[src/shared/dbg_lock_defines.vh]
// Constants for the debug command decoder and the flash lock byte.
// Included by the lock protection and decoder design files, not the pin synchroniser; definitions only.
`ifndef DBG_LOCK_DEFINES_VH
`define DBG_LOCK_DEFINES_VH

// Command bytes (decoder compares bits 7:3 only)
`define CMD_MASS_ERASE 8'h10
`define CMD_CFG_WRITE 8'h19
`define CMD_CFG_READ 8'h24
`define CMD_PC_READ 8'h28
`define CMD_STATUS_READ 8'h30
`define CMD_BREAKPOINT_SET 8'h3F
`define CMD_HALT 8'h44
`define CMD_RESUME 8'h4C
`define CMD_SINGLE_STEP 8'h5C
`define CMD_ID_READ 8'h68
// Commands whose low two bits carry the instruction length
`define CMD_INJECT_TOP 6'h15
`define CMD_REPLACE_TOP 6'h19

// Command byte fields
`define CMD_RETURN_BIT 2
`define CMD_COUNT_HI 1
`define CMD_COUNT_LO 0

// Lock byte fields and its place in the information page
`define LOCK_INFO_ADDR 11'h000
`define LOCK_DEBUG_BIT 0
`define LOCK_SIZE_HI 3
`define LOCK_SIZE_LO 1
`define LOCK_BOOT_BIT 4
`define LOCK_RESET 8'h00
`define BOOT_PAGE_END 17'h007FF
`define PAGE_HI 16
`define PAGE_LO 11

// Debug configuration and status
`define CFG_INFO_BIT 0
`define CFG_RESET 8'h00
`define STAT_LOCKED_BIT 2

// Identity returned by the identity read (arbitrary values)
`define CHIP_ID_VALUE 8'h5A
`define CHIP_VERSION_VALUE 8'h01

`endif

[src/hdl/pin_sync.v]
// Two-flop synchroniser for the debug clock and data pins.
// Assumes both pins are asynchronous to core_clk.
`timescale 1ns/1ps
`default_nettype none
module pin_sync (
  input wire core_clk,
  input wire rst_n,
  input wire [1:0] pin_in,
  output reg [1:0] pin_out
);
  reg [1:0] meta_q;

  always @(posedge core_clk or negedge rst_n) begin
    if (!rst_n) begin
      meta_q <= 2'h0;
      pin_out <= 2'h0;
    end else begin
      meta_q <= pin_in;
      pin_out <= meta_q;
    end
  end
endmodule
`default_nettype wire

[src/hdl/lock_protect.v]
// Flash write protection decode from the latched lock byte.
// Assumes a 128 KB main array of 2 KB pages; purely combinational.
`timescale 1ns/1ps
`default_nettype none
`include "dbg_lock_defines.vh"
module lock_protect (
  input wire [7:0] lock_byte,
  input wire info_sel,
  input wire [16:0] wr_addr,
  output reg wr_ok
);
  wire [5:0] page;
  reg [5:0] first_page;
  reg none_locked;

  assign page = wr_addr[`PAGE_HI:`PAGE_LO];

  always @* begin
    none_locked = 1'b0;
    case (lock_byte[`LOCK_SIZE_HI:`LOCK_SIZE_LO])
      3'h0: first_page = 6'h00;
      3'h1: first_page = 6'h20;
      3'h2: first_page = 6'h30;
      3'h3: first_page = 6'h38;
      3'h4: first_page = 6'h3C;
      3'h5: first_page = 6'h3E;
      3'h6: first_page = 6'h3F;
      default: begin
        first_page = 6'h3F;
        none_locked = 1'b1;
      end
    endcase
    wr_ok = none_locked | (page < first_page);
    // Size 000 already covers page 0, so a set boot bit cannot free it
    if (wr_addr <= `BOOT_PAGE_END && !lock_byte[`LOCK_BOOT_BIT]) begin
      wr_ok = 1'b0;
    end
    // The lock byte itself lives in the info page and must stay writable
    if (info_sel) begin
      wr_ok = 1'b1;
    end
  end
endmodule
`default_nettype wire

[src/hdl/debug_lock_command_decoder.v]
// Two-wire debug port command decoder with flash lock gating.
// Assumes debug mode is already entered, CPU and flash controller
// sit on core_clk, and the lock byte input mirrors info page 0x000.
`timescale 1ns/1ps
`default_nettype none
`include "dbg_lock_defines.vh"
// Overview of operation
// - Lock settings come from info page byte zero, not a register.
// - Info page is reachable only via debug configuration, never CPU.
// - Size field bits 3:1 protect a top-of-flash area, 000 all, 111 none.
// - Boot bit 0 protects page 0; 1 frees it unless size is 000.
// - Boot page spans byte addresses 0 to 0x07FF.
// - With debug bit 0 only erase, status and identity commands work.
// - Reported lock refreshes on halt, resume, inject, step, replace or reset.
// - Mass erase 0x10 clears lock; dies after any non-status command.
// - Lock written via normal flash write with info page selected.
// - Command 0x19 writes configuration, 0x24 reads it back.
// - Command 0x28 returns the 16-bit program counter, always two bytes.
// - Command 0x34 returns status including the lock state.
// - 0x44 halts, 0x4C resumes; resume only while halted.
// - Inject 0101 01yy runs host instruction, PC unchanged, CPU halted.
// - Step 0x5C runs next instruction and advances PC while halted.
// - Replace 0110 01yy runs host instruction instead, PC advances.
// - Command 0x68 returns identity and version, always two bytes.
// - Command byte: code 7:3, return bit 2, following bytes 1:0.
// - Bytes move most significant bit first.
// - Configuration bit 0 routes flash access to the info page.
// - Status bit 2 shows latched lock, 1 meaning locked.
module debug_lock_command_decoder (
  input wire core_clk,
  input wire rst_n,
  input wire dbg_clk_pin,
  input wire dbg_data_in,
  output wire dbg_data_out,
  output wire dbg_data_oe_n,
  input wire cpu_halted,
  input wire cpu_idle,
  input wire power_mode0,
  input wire halt_by_breakpoint,
  input wire osc_stable,
  input wire stack_overflow,
  input wire erase_done,
  input wire [15:0] pc_value,
  input wire [7:0] lock_byte_in,
  input wire flash_wr_req,
  input wire [16:0] flash_wr_addr,
  output wire halt_req,
  output wire resume_req,
  output wire inject_req,
  output wire step_req,
  output wire replace_req,
  output wire [1:0] instr_len,
  output wire [23:0] instr_bytes,
  output wire erase_req,
  output wire info_page_select,
  output wire flash_wr_grant,
  output wire flash_wr_denied,
  output wire debug_locked
);
  localparam ST_CMD = 2'h0;
  localparam ST_ARG = 2'h1;
  localparam ST_EXEC = 2'h2;
  localparam ST_RESP = 2'h3;

  wire [1:0] pins_s;
  wire clk_s;
  wire data_s;
  reg clk_prev_q;
  wire clk_rise;
  wire clk_fall;

  reg [1:0] state_q;
  reg [6:0] shift_q;
  reg [2:0] bit_cnt_q;
  reg [7:0] cmd_q;
  reg [1:0] arg_left_q;
  reg [23:0] arg_q;
  reg [1:0] resp_left_q;
  reg [15:0] resp_q;
  reg out_q;
  reg oe_n_q;

  reg [7:0] cfg_q;
  reg [7:0] lock_q;
  reg load_pend_q;
  reg erase_ok_q;

  reg halt_q;
  reg resume_q;
  reg inject_q;
  reg step_q;
  reg replace_q;
  reg erase_q;
  reg [1:0] len_q;
  reg [23:0] instr_q;
  reg grant_q;
  reg denied_q;

  wire [7:0] byte_in;
  wire locked;
  wire wr_ok;

  // Decode of the held command
  wire [7:0] cmd_code;
  wire is_erase;
  wire is_status;
  wire is_id;
  wire is_pc;
  wire is_cfg_wr;
  wire is_cfg_rd;
  wire is_halt;
  wire is_resume;
  wire is_step;
  wire is_inject;
  wire is_replace;
  wire is_cpu_cmd;
  wire lock_ok;
  wire halt_ok;
  wire accept;
  wire two_bytes;
  wire [7:0] status_byte;
  reg [15:0] resp_d;

  pin_sync u_pin_sync (
    .core_clk(core_clk),
    .rst_n(rst_n),
    .pin_in({dbg_clk_pin, dbg_data_in}),
    .pin_out(pins_s)
  );

  assign clk_s = pins_s[1];
  assign data_s = pins_s[0];
  assign clk_rise = clk_s & ~clk_prev_q;
  assign clk_fall = ~clk_s & clk_prev_q;

  assign byte_in = {shift_q, data_s};
  assign locked = ~lock_q[`LOCK_DEBUG_BIT];

  // Instruction code only; byte count never selects the command, return bit 2 only for inject and replace
  assign cmd_code = {cmd_q[7:3], 3'h0};
  assign is_erase = (cmd_code == (`CMD_MASS_ERASE & 8'hF8));
  assign is_status = (cmd_code == (`CMD_STATUS_READ & 8'hF8));
  assign is_id = (cmd_code == (`CMD_ID_READ & 8'hF8));
  assign is_pc = (cmd_code == (`CMD_PC_READ & 8'hF8));
  assign is_cfg_wr = (cmd_code == (`CMD_CFG_WRITE & 8'hF8));
  assign is_cfg_rd = (cmd_code == (`CMD_CFG_READ & 8'hF8));
  assign is_halt = (cmd_code == (`CMD_HALT & 8'hF8));
  assign is_resume = (cmd_code == (`CMD_RESUME & 8'hF8));
  assign is_step = (cmd_code == (`CMD_SINGLE_STEP & 8'hF8));
  assign is_inject = (cmd_q[7:2] == `CMD_INJECT_TOP);
  assign is_replace = (cmd_q[7:2] == `CMD_REPLACE_TOP);
  assign is_cpu_cmd = is_halt | is_resume | is_step | is_inject | is_replace;

  // Only three commands survive a locked port
  assign lock_ok = ~locked | is_erase | is_status | is_id;
  // Resume, step and both injections need a halted CPU
  assign halt_ok = cpu_halted | ~(is_resume | is_step | is_inject | is_replace);
  assign accept = lock_ok & halt_ok;
  assign two_bytes = is_pc | is_id;

  assign status_byte = {erase_done, cpu_idle, cpu_halted, power_mode0,
                        halt_by_breakpoint, locked, osc_stable,
                        stack_overflow};

  always @* begin
    resp_d = 16'h0000;
    if (accept) begin
      if (is_status) begin
        resp_d = {status_byte, 8'h00};
      end else if (is_cfg_rd) begin
        resp_d = {cfg_q, 8'h00};
      end else if (is_pc) begin
        resp_d = pc_value;
      end else if (is_id) begin
        resp_d = {`CHIP_ID_VALUE, `CHIP_VERSION_VALUE};
      end
    end
  end

  lock_protect u_lock_protect (
    .lock_byte(lock_q),
    .info_sel(cfg_q[`CFG_INFO_BIT]),
    .wr_addr(flash_wr_addr),
    .wr_ok(wr_ok)
  );

  // Serial byte engine: host data sampled on falling debug clock,
  // answer bits driven on rising debug clock.
  always @(posedge core_clk or negedge rst_n) begin
    if (!rst_n) begin
      clk_prev_q <= 1'b0;
      state_q <= ST_CMD;
      shift_q <= 7'h00;
      bit_cnt_q <= 3'h0;
      cmd_q <= 8'h00;
      arg_left_q <= 2'h0;
      arg_q <= 24'h000000;
      resp_left_q <= 2'h0;
      resp_q <= 16'h0000;
      out_q <= 1'b0;
      oe_n_q <= 1'b1;
    end else begin
      clk_prev_q <= clk_s;
      case (state_q)
        ST_CMD: begin
          if (clk_fall) begin
            shift_q <= byte_in[6:0];
            bit_cnt_q <= bit_cnt_q + 3'h1;
            if (bit_cnt_q == 3'h7) begin
              cmd_q <= byte_in;
              arg_left_q <= byte_in[`CMD_COUNT_HI:`CMD_COUNT_LO];
              arg_q <= 24'h000000;
              if (byte_in[`CMD_COUNT_HI:`CMD_COUNT_LO] == 2'h0) begin
                state_q <= ST_EXEC;
              end else begin
                state_q <= ST_ARG;
              end
            end
          end
        end
        ST_ARG: begin
          if (clk_fall) begin
            shift_q <= byte_in[6:0];
            bit_cnt_q <= bit_cnt_q + 3'h1;
            if (bit_cnt_q == 3'h7) begin
              arg_q <= {arg_q[15:0], byte_in};
              arg_left_q <= arg_left_q - 2'h1;
              if (arg_left_q == 2'h1) begin
                state_q <= ST_EXEC;
              end
            end
          end
        end
        ST_EXEC: begin
          resp_q <= resp_d;
          if (two_bytes) begin
            resp_left_q <= 2'h2;
            state_q <= ST_RESP;
          end else if (cmd_q[`CMD_RETURN_BIT]) begin
            resp_left_q <= 2'h1;
            state_q <= ST_RESP;
          end else begin
            state_q <= ST_CMD;
          end
        end
        ST_RESP: begin
          if (clk_rise) begin
            oe_n_q <= 1'b0;
            out_q <= resp_q[15];
            resp_q <= {resp_q[14:0], 1'b0};
          end else if (clk_fall) begin
            bit_cnt_q <= bit_cnt_q + 3'h1;
            if (bit_cnt_q == 3'h7) begin
              resp_left_q <= resp_left_q - 2'h1;
              if (resp_left_q == 2'h1) begin
                oe_n_q <= 1'b1;
                state_q <= ST_CMD;
              end
            end
          end
        end
        default: begin
          state_q <= ST_CMD;
        end
      endcase
    end
  end

  // Command effects, taken in the single execute cycle
  always @(posedge core_clk or negedge rst_n) begin
    if (!rst_n) begin
      cfg_q <= `CFG_RESET;
      erase_ok_q <= 1'b1;
      halt_q <= 1'b0;
      resume_q <= 1'b0;
      inject_q <= 1'b0;
      step_q <= 1'b0;
      replace_q <= 1'b0;
      erase_q <= 1'b0;
      len_q <= 2'h0;
      instr_q <= 24'h000000;
    end else begin
      halt_q <= 1'b0;
      resume_q <= 1'b0;
      inject_q <= 1'b0;
      step_q <= 1'b0;
      replace_q <= 1'b0;
      erase_q <= 1'b0;
      if (state_q == ST_EXEC) begin
        // Any command but a status read closes the erase window
        if (!is_status) begin
          erase_ok_q <= 1'b0;
        end
        if (accept) begin
          if (is_erase && erase_ok_q) begin
            erase_q <= 1'b1;
          end
          if (is_cfg_wr) begin
            cfg_q <= arg_q[7:0];
          end
          halt_q <= is_halt;
          resume_q <= is_resume;
          inject_q <= is_inject;
          step_q <= is_step;
          replace_q <= is_replace;
          if (is_inject || is_replace) begin
            len_q <= cmd_q[`CMD_COUNT_HI:`CMD_COUNT_LO];
            instr_q <= arg_q;
          end
        end
      end
    end
  end

  // Lock byte latch. A write or erase of the info page is invisible
  // here until a CPU command or a reset reloads it, so software must
  // issue a dummy no-op injection before trusting the status bit.
  always @(posedge core_clk or negedge rst_n) begin
    if (!rst_n) begin
      lock_q <= `LOCK_RESET;
      load_pend_q <= 1'b1;
    end else begin
      if (load_pend_q) begin
        lock_q <= lock_byte_in;
        load_pend_q <= 1'b0;
      end else if (state_q == ST_EXEC && is_cpu_cmd) begin
        lock_q <= lock_byte_in;
      end
    end
  end

  // Flash write gating against the latched protection fields
  always @(posedge core_clk or negedge rst_n) begin
    if (!rst_n) begin
      grant_q <= 1'b0;
      denied_q <= 1'b0;
    end else begin
      grant_q <= flash_wr_req & wr_ok;
      denied_q <= flash_wr_req & ~wr_ok;
    end
  end

  assign dbg_data_out = out_q;
  assign dbg_data_oe_n = oe_n_q;
  assign halt_req = halt_q;
  assign resume_req = resume_q;
  assign inject_req = inject_q;
  assign step_req = step_q;
  assign replace_req = replace_q;
  assign instr_len = len_q;
  assign instr_bytes = instr_q;
  assign erase_req = erase_q;
  // Only the debug configuration steers the info page; no CPU path
  assign info_page_select = cfg_q[`CFG_INFO_BIT];
  assign flash_wr_grant = grant_q;
  assign flash_wr_denied = denied_q;
  assign debug_locked = lock_q[`LOCK_DEBUG_BIT];
endmodule
`default_nettype wire

[config.mk]
export PLATFORM = sky130hd
export DESIGN_NAME = debug_lock_command_decoder
export DESIGN_NICKNAME = d
export VERILOG_FILES = /design/src/hdl/pin_sync.v /design/src/hdl/lock_protect.v /design/src/hdl/debug_lock_command_decoder.v
export VERILOG_INCLUDE_DIRS = /design/src /design/src/shared
export SDC_FILE = /design/constraint.sdc
export NUM_CORES = 1
export LEC_CHECK = 0
export ABC_AREA = 1
export CAP_MARGIN = 20
export CORE_UTILIZATION = 45
export CTS_CLUSTER_DIAMETER = 40
export DETAILED_ROUTE_END_ITERATION = 7
export DONT_BUFFER_PORTS = 1
export SETUP_SLACK_MARGIN = 0.2
export SYNTH_ARGS = -nofsm -noshare
export SYNTH_HDL_FRONTEND = slang
export SYNTH_SLANG_ARGS = --single-unit
[constraint.sdc]
create_clock -name core_clk -period 3.3 [get_ports core_clk]
set_clock_uncertainty 0.05 [all_clocks]
set_input_delay 0.165 -clock core_clk [delete_from_list [all_inputs] [get_ports core_clk]]
set_output_delay 0.165 -clock core_clk [all_outputs]
set_load 0.01 [all_outputs]
Word-level counts from Yosys, hierarchy flattened
Index checks and enable logic that the tools add are counted.
{"block": "op_classes", "eq_ne": 34, "n_mux": 62, "order_cmp": 2, "reduce_logical": 29, "n_addsub": 3, "bitwise_logic": 24}
{"cell": "$mux 24", "count": 4}
{"cell": "$mux 16", "count": 5}
{"cell": "$pmux 24 s2", "count": 1}
{"cell": "$mux 2", "count": 21}
{"cell": "$pmux 6 s6", "count": 1}
{"cell": "$pmux 16 s2", "count": 1}
{"cell": "$eq 5x4->1 const B", "count": 4}
{"cell": "$mux 1", "count": 20}
{"cell": "$ne 2x2->1 const B", "count": 10}
{"cell": "$le 17x11->1 const B", "count": 1}
{"cell": "$eq 5x3->1 const B", "count": 3}
{"cell": "$mux 15", "count": 1}
{"cell": "$reduce_bool 2->1", "count": 7}
{"cell": "$or 1x1->1", "count": 13}
{"cell": "$eq 3x3->1 const B", "count": 4}
{"cell": "$eq 6x5->1 const B", "count": 2}
{"cell": "$eq 5x2->1 const B", "count": 2}
{"cell": "$mux 5", "count": 2}
{"cell": "$reduce_and 2->1", "count": 5}
{"cell": "$reduce_and 5->1", "count": 2}
{"cell": "$reduce_and 3->1", "count": 3}
{"cell": "$reduce_and 9->1", "count": 1}
{"cell": "$pmux 2 s2", "count": 2}
{"cell": "$pmux 2 s4", "count": 1}
{"cell": "other kinds (20)", "count": 38}
{"block": "word_totals", "reg_bits": 120, "out_inout_bits": 38, "word_cells": 181}

Logic depth before layout (Yosys ltp)
{"block": "depth", "word_depth": 9, "ltp_mapped": 10, "depth_no_buf": 9}

By module
A second synthesis with hierarchy kept.
{"block": "unflattened", "cells_unflattened": 652, "area_unflattened_um2": 5631.7}
{"mod": "debug_lock_command_decoder", "cells_per_inst": 614, "area_per_inst_um2": 5342.6, "instances": 1}
{"mod": "lock_protect", "cells_per_inst": 34, "area_per_inst_um2": 188.9, "instances": 1}
{"mod": "pin_sync", "cells_per_inst": 4, "area_per_inst_um2": 100.1, "instances": 1}

Worst setup path before layout
OpenSTA, ideal clock, no wires.
{"block": "synth_timing", "path_kind": "flip-flop to flip-flop", "from": "register u_pin_sync.pin_out[1]", "to": "register arg_q[0]", "arrival_time_ns": 1.447, "stages_incl_launch_ff": 8, "path_buffers": 2, "path_slack_ns": 1.665, "period_less_slack_ns": 1.635, "required_ns": 3.112, "cell_sequence": "dfrtp_1 inv_1 ha_1 nand2_1 nor2_1 clkbuf_1 buf_2 o22ai_1"}
{"block": "synth_between", "elab_chain_len": 4}
{"element": "from (decl)", "line_no": "pin_sync.v:9", "rtl": "output reg [1:0] pin_out"}
{"element": "from (signal assigned)", "line_no": "pin_sync.v:19", "rtl": "pin_out <= meta_q;"}
{"element": "$not 1->1 *", "line_no": "debug_lock_command_decoder.v:134", "rtl": "assign clk_fall = ~clk_s & clk_prev_q;"}
{"element": "$and 1x1->1 *", "line_no": "debug_lock_command_decoder.v:134"}
{"element": "$ne 2x2->1 (no source line)"}
{"element": "$reduce_and 5->1 (no source line) *"}
{"element": "to (signal assigned)", "line_no": "debug_lock_command_decoder.v:226", "rtl": "arg_q <= {arg_q[15:0], byte_in};"}
{"element": "to (decl)", "line_no": "debug_lock_command_decoder.v:77", "rtl": "reg [23:0] arg_q;"}
Mark *: on every way between the ends. The rest lies on a longest branch, timed or not.
A chain may end at the register's enable or synchronous reset.

Worst setup path in the final report
{"block": "layout_timing", "from": "register state_q[1]", "to": "register resp_q[8]"}
{"block": "layout_between", "elab_chain_len": 3}
{"element": "from (decl)", "line_no": "debug_lock_command_decoder.v:72", "rtl": "reg [1:0] state_q;"}
{"element": "from (signal assigned)", "line_no": "debug_lock_command_decoder.v:192", "rtl": "state_q <= ST_CMD;"}
{"element": "from (signal assigned)", "line_no": "debug_lock_command_decoder.v:214", "rtl": "state_q <= ST_EXEC;"}
{"element": "from (signal assigned)", "line_no": "debug_lock_command_decoder.v:216", "rtl": "state_q <= ST_ARG;"}
{"element": "$eq 2x2->1", "line_no": "debug_lock_command_decoder.v:204", "rtl": "case (state_q)"}
{"element": "$ne 2x2->1 (no source line) / $reduce_bool 2->1 (equally long branches)"}
{"element": "$reduce_and 2->1 (no source line)"}
{"element": "to (signal assigned)", "line_no": "debug_lock_command_decoder.v:235", "rtl": "resp_q <= resp_d;"}
{"element": "to (signal assigned)", "line_no": "debug_lock_command_decoder.v:250", "rtl": "resp_q <= {resp_q[14:0], 1'b0};"}
{"element": "to (decl)", "line_no": "debug_lock_command_decoder.v:79", "rtl": "reg [15:0] resp_q;"}
Parallel ways exist; a longest one is shown, timed or not.

==> out/metrics.cfg <==
[run_status]
outcome = finished, final reports clean

[worst_setup_path]
start_kind = register
crit_buf_inv = 4
worstPathMaxFanout = 20
arrival_time_worst_endpoint_ns = 2.83
endpoint_kind = register
worst-endpoint-required_ns = 3.57
reg2reg_setup_slack_ns = 0.75
worstSetupPathType = register to register
cp_top_family = buffers and inverters
timing.critical_path.slowest_cell_delay_ns = 0.55
critical_path.cell_chain = nand2_2 -> inv_1 -> nand2_1 -> inv_1 -> nor2_4 -> buf_4 -> inv_2 -> nor2_1 -> a21oi_1
crit_slowest_cell = inv_1
cpMostUsedCell = inv_1

[cts]
cts.htree.levels = 4
cts_tree = yes
clock_insertion_delay_worst_skew_ns = 0.41
cts.root.buffer_cell = clkbuf_16
number_of_buffers_inserted_to_repair_setup_after_cts = 0
clock-sinks = 120
clkTransAtPathRegs_ns = 0.05
buffer_levels_on_the_longest_clock_path = 2
cts_made_buffers = 17

[drt]
via_per_inst = 5.310
detail-route-antenna-nets = 0
detail_route.wirelength_microns = 12140
top_signal_layer_used = met4
drt_first_iter_violations = 228
drtPass1Iterations = 4
wire_per_inst_microns = 15.46
detailroute.via_count = 4168
met1Wirelength_microns = 5583
wl_met3_microns = 642
detailroute.wirelength.met2_microns = 5744
drc = 0

[place]
numPlacedInstances = 731
place_hpwl_microns = 7913
pre_cts_slack_ns = 0.8116
numPortBuffers = 0
gp_congestion = 0.7929
instance_area_after_placement_sq_um = 5630

[grt]
grt_use_total = 0.2099
number_of_global_route_vias_before_repair = 4167
wire_length_of_the_first_global_routing_pass_microns = 20670
antenna_found_initial = 0
grt-ovfl-total = 0
grt_start_max_net_pins = 121

[power_and_ir_drop]
power_frac_seq = 0.392
max-vdd-ir-drop_uv = 343.4
cellLeakagePower_uw = 0.002971
power_frac_clock = 0.386
p_sw_frac = 0.3146
power.internal_uw = 3366
design_power_total_uw = 4911
combinationalPowerShare = 0.223
switchingPower_uw = 1545
areal_power_density_over_the_cells_nw_per_um2 = 755.1

[synthesis]
netlist.top_cell.by_area = dfrtp_1
postSynthAreaPerCell_sq_um = 9.151
synth.top_cells.by_area = dfrtp_1, nand2_1, inv_1
yosys_register_bits = 120
synth_warnings = 0
sequential_share_of_the_synthesized_area = 0.5404
synth_fp_nets = 672
syn-instance-count = 608
yosys.cell_types.count = 34
synthDominantCellAreaShare = 0.5262
summed_instance_area_of_the_synthesized_netlist_sq_um = 5564

[sta]
grt_setup_unrepaired = no
fmax_mhz = 391.5
max-slew-margin-rel = 0.3935
period_minus_slack_ns = 2.554
timing.final.ws_setup_ns = 0.7456
report.final.hold_viol_count = 0
final-max-slew-violation-count = 0
finalCritPeriodShare = 0.7741
setup_tns_ns = 0
report.final.setup_viol = 0
worst_pin_slew_ns = 0.9075

[cells_and_area]
layout.cell_area.non_filler_sq_um = 6504
final_nets = 691
stdcell_count = 785
area_growth_syn_to_layout_pct = 16.89
antennaDiodeCount = 0
filler_cell_count = 1060
final_layout_size_suffix_gt1_frac = 0.1301

[floorplanning]
num_rows = 40
die_height_microns = 113.2
fp.dieArea_sq_um = 12810
design.portCount = 91
x_dimension_of_the_die_microns = 113.2
initial_standard_cell_utilization_of_the_core = 0.4632
core-area_sq_um = 12010

[run]
maxCapViolations = 0

[min_path]
holdCritPathClass = input pin to register

-- per-layer routing --
layer | up-vias | track usage
met5 | - | 0
met4 | 0 | 0.07895
met3 | 12 | 0.06106
met2 | 101 | 0.3288
met1 | 1994 | 0.2770
li1 | 2061 | -
-- through the flow --
| step | utilization | hold slack, ns |
|---|---|---|
| after floorplan | - | -0.1806 |
| after global placement | 0.4688 | -0.1783 |
| after CTS | 0.5415 | 0.005989 |
| final | 0.5415 | 0.01866 |
| after detailed placement | 0.4688 | -0.1783 |
| after global routing | 0.5415 | 0.02508 |
-- worst reg2reg max path, stage by stage (launching register included) --
cell and delay [ns]:
dfrtp_1 0.45, nand2_2 0.27, inv_1 0.55, nand2_1 0.26, inv_1 0.18, nor2_4 0.08
buf_4 0.18, inv_2 0.21, nor2_1 0.09, a21oi_1 0.15
-- registers in the layout (all words and copies together) (netlist names), 2 cells and up --
signal,cells
arg_q,24
instr_bytes,24
resp_q,16
cfg_q,8
cmd_q,8
shift_q,7
lock_q,5
bit_cnt_q,3
arg_left_q,2
instr_len,2
resp_left_q,2
state_q,2
u_pin_sync.meta_q,2
u_pin_sync.pin_out,2
-- synth_stat cells (all sizes together) --
cell,instances
a21oi,37
mux2,2
o21bai,1
nand2,109
buf,21
nor2,54
xnor2,1
a22oi,2
o21a,2
nor3,6
conb,1
nor4,1
o22a,1
dfrtp,117
nand4,40
o21ai,64
inv,82
nand3,20
o22ai,25
ha,11
clkbuf,8
dfstp,3
-- layout by cell type, fill, tap and decap left out, drive strengths merged, types with 3 or more instances in the layout --
master,netlist,routed
inv,82,82
nor2,54,54
dlygate4sd3,0,23
bufinv,0,3
nor3,6,6
buf,21,6
o21ai,64,64
nand4,40,40
clkbuf,8,24
nand2,109,109
dfrtp,117,117
ha,11,11
o22ai,25,25
dfstp,3,3
nand3,20,20
a21oi,37,37
-- power groups by stage --
stage | combinational [uW] | sequential [uW] | clock (uW)
after global placement | 991 | 1930 | 0
after floorplan | 874 | 1870 | 0
final | 1090 | 1920 | 1890
after global routing | 1260 | 1960 | 2000
after CTS | 1100 | 1920 | 1940
after detailed placement | 1030 | 1940 | 0
-- cell type report --
type	instances	area [sq um]	area share
inverters	82	307.8	0.04733
repair buffers	29	295.3	0.04540
flip-flops and latches	120	3007	0.4623
clock buffers	24	501.7	0.07714
well taps	147	183.9	0.02828
multi-input cells	377	2095	0.3220
clock inverters	6	113.9	0.01751
-- logic make-up after synthesis --
logic type / share of synthesized area
AO/OA/AOI/OAI: 0.1441
XOR/XNOR: 0.001574
flip-flops: 0.5404
adder cells (fa/ha/maj): 0.02474
buffers and inverters: 0.08365
AND/OR/NAND/NOR: 0.2008
other: 0.0006740
multiplexers: 0.004047
-- final timing paths --
kind,startpoint,to,depth (start not counted)
worst max-delay path,state_q[1],resp_q[8],9
worst min-delay path,pc_value[10],resp_q[10],4
worst max register to register,state_q[1],resp_q[8],9
worst min register to register,u_pin_sync.meta_q[0],u_pin_sync.pin_out[0],0
max in group asynchronous,rst_n,cfg_q[5],2
min in group asynchronous,rst_n,resp_q[5],2
-- timing repair --
action / in CTS / in global routing
hold buffers: 24 / 0
endpoints found under the hold margin: 139 / 0
resized for setup: 0 / 0
setup endpoints to repair: 0 / 0
Power figures use the tool's default switching activity.
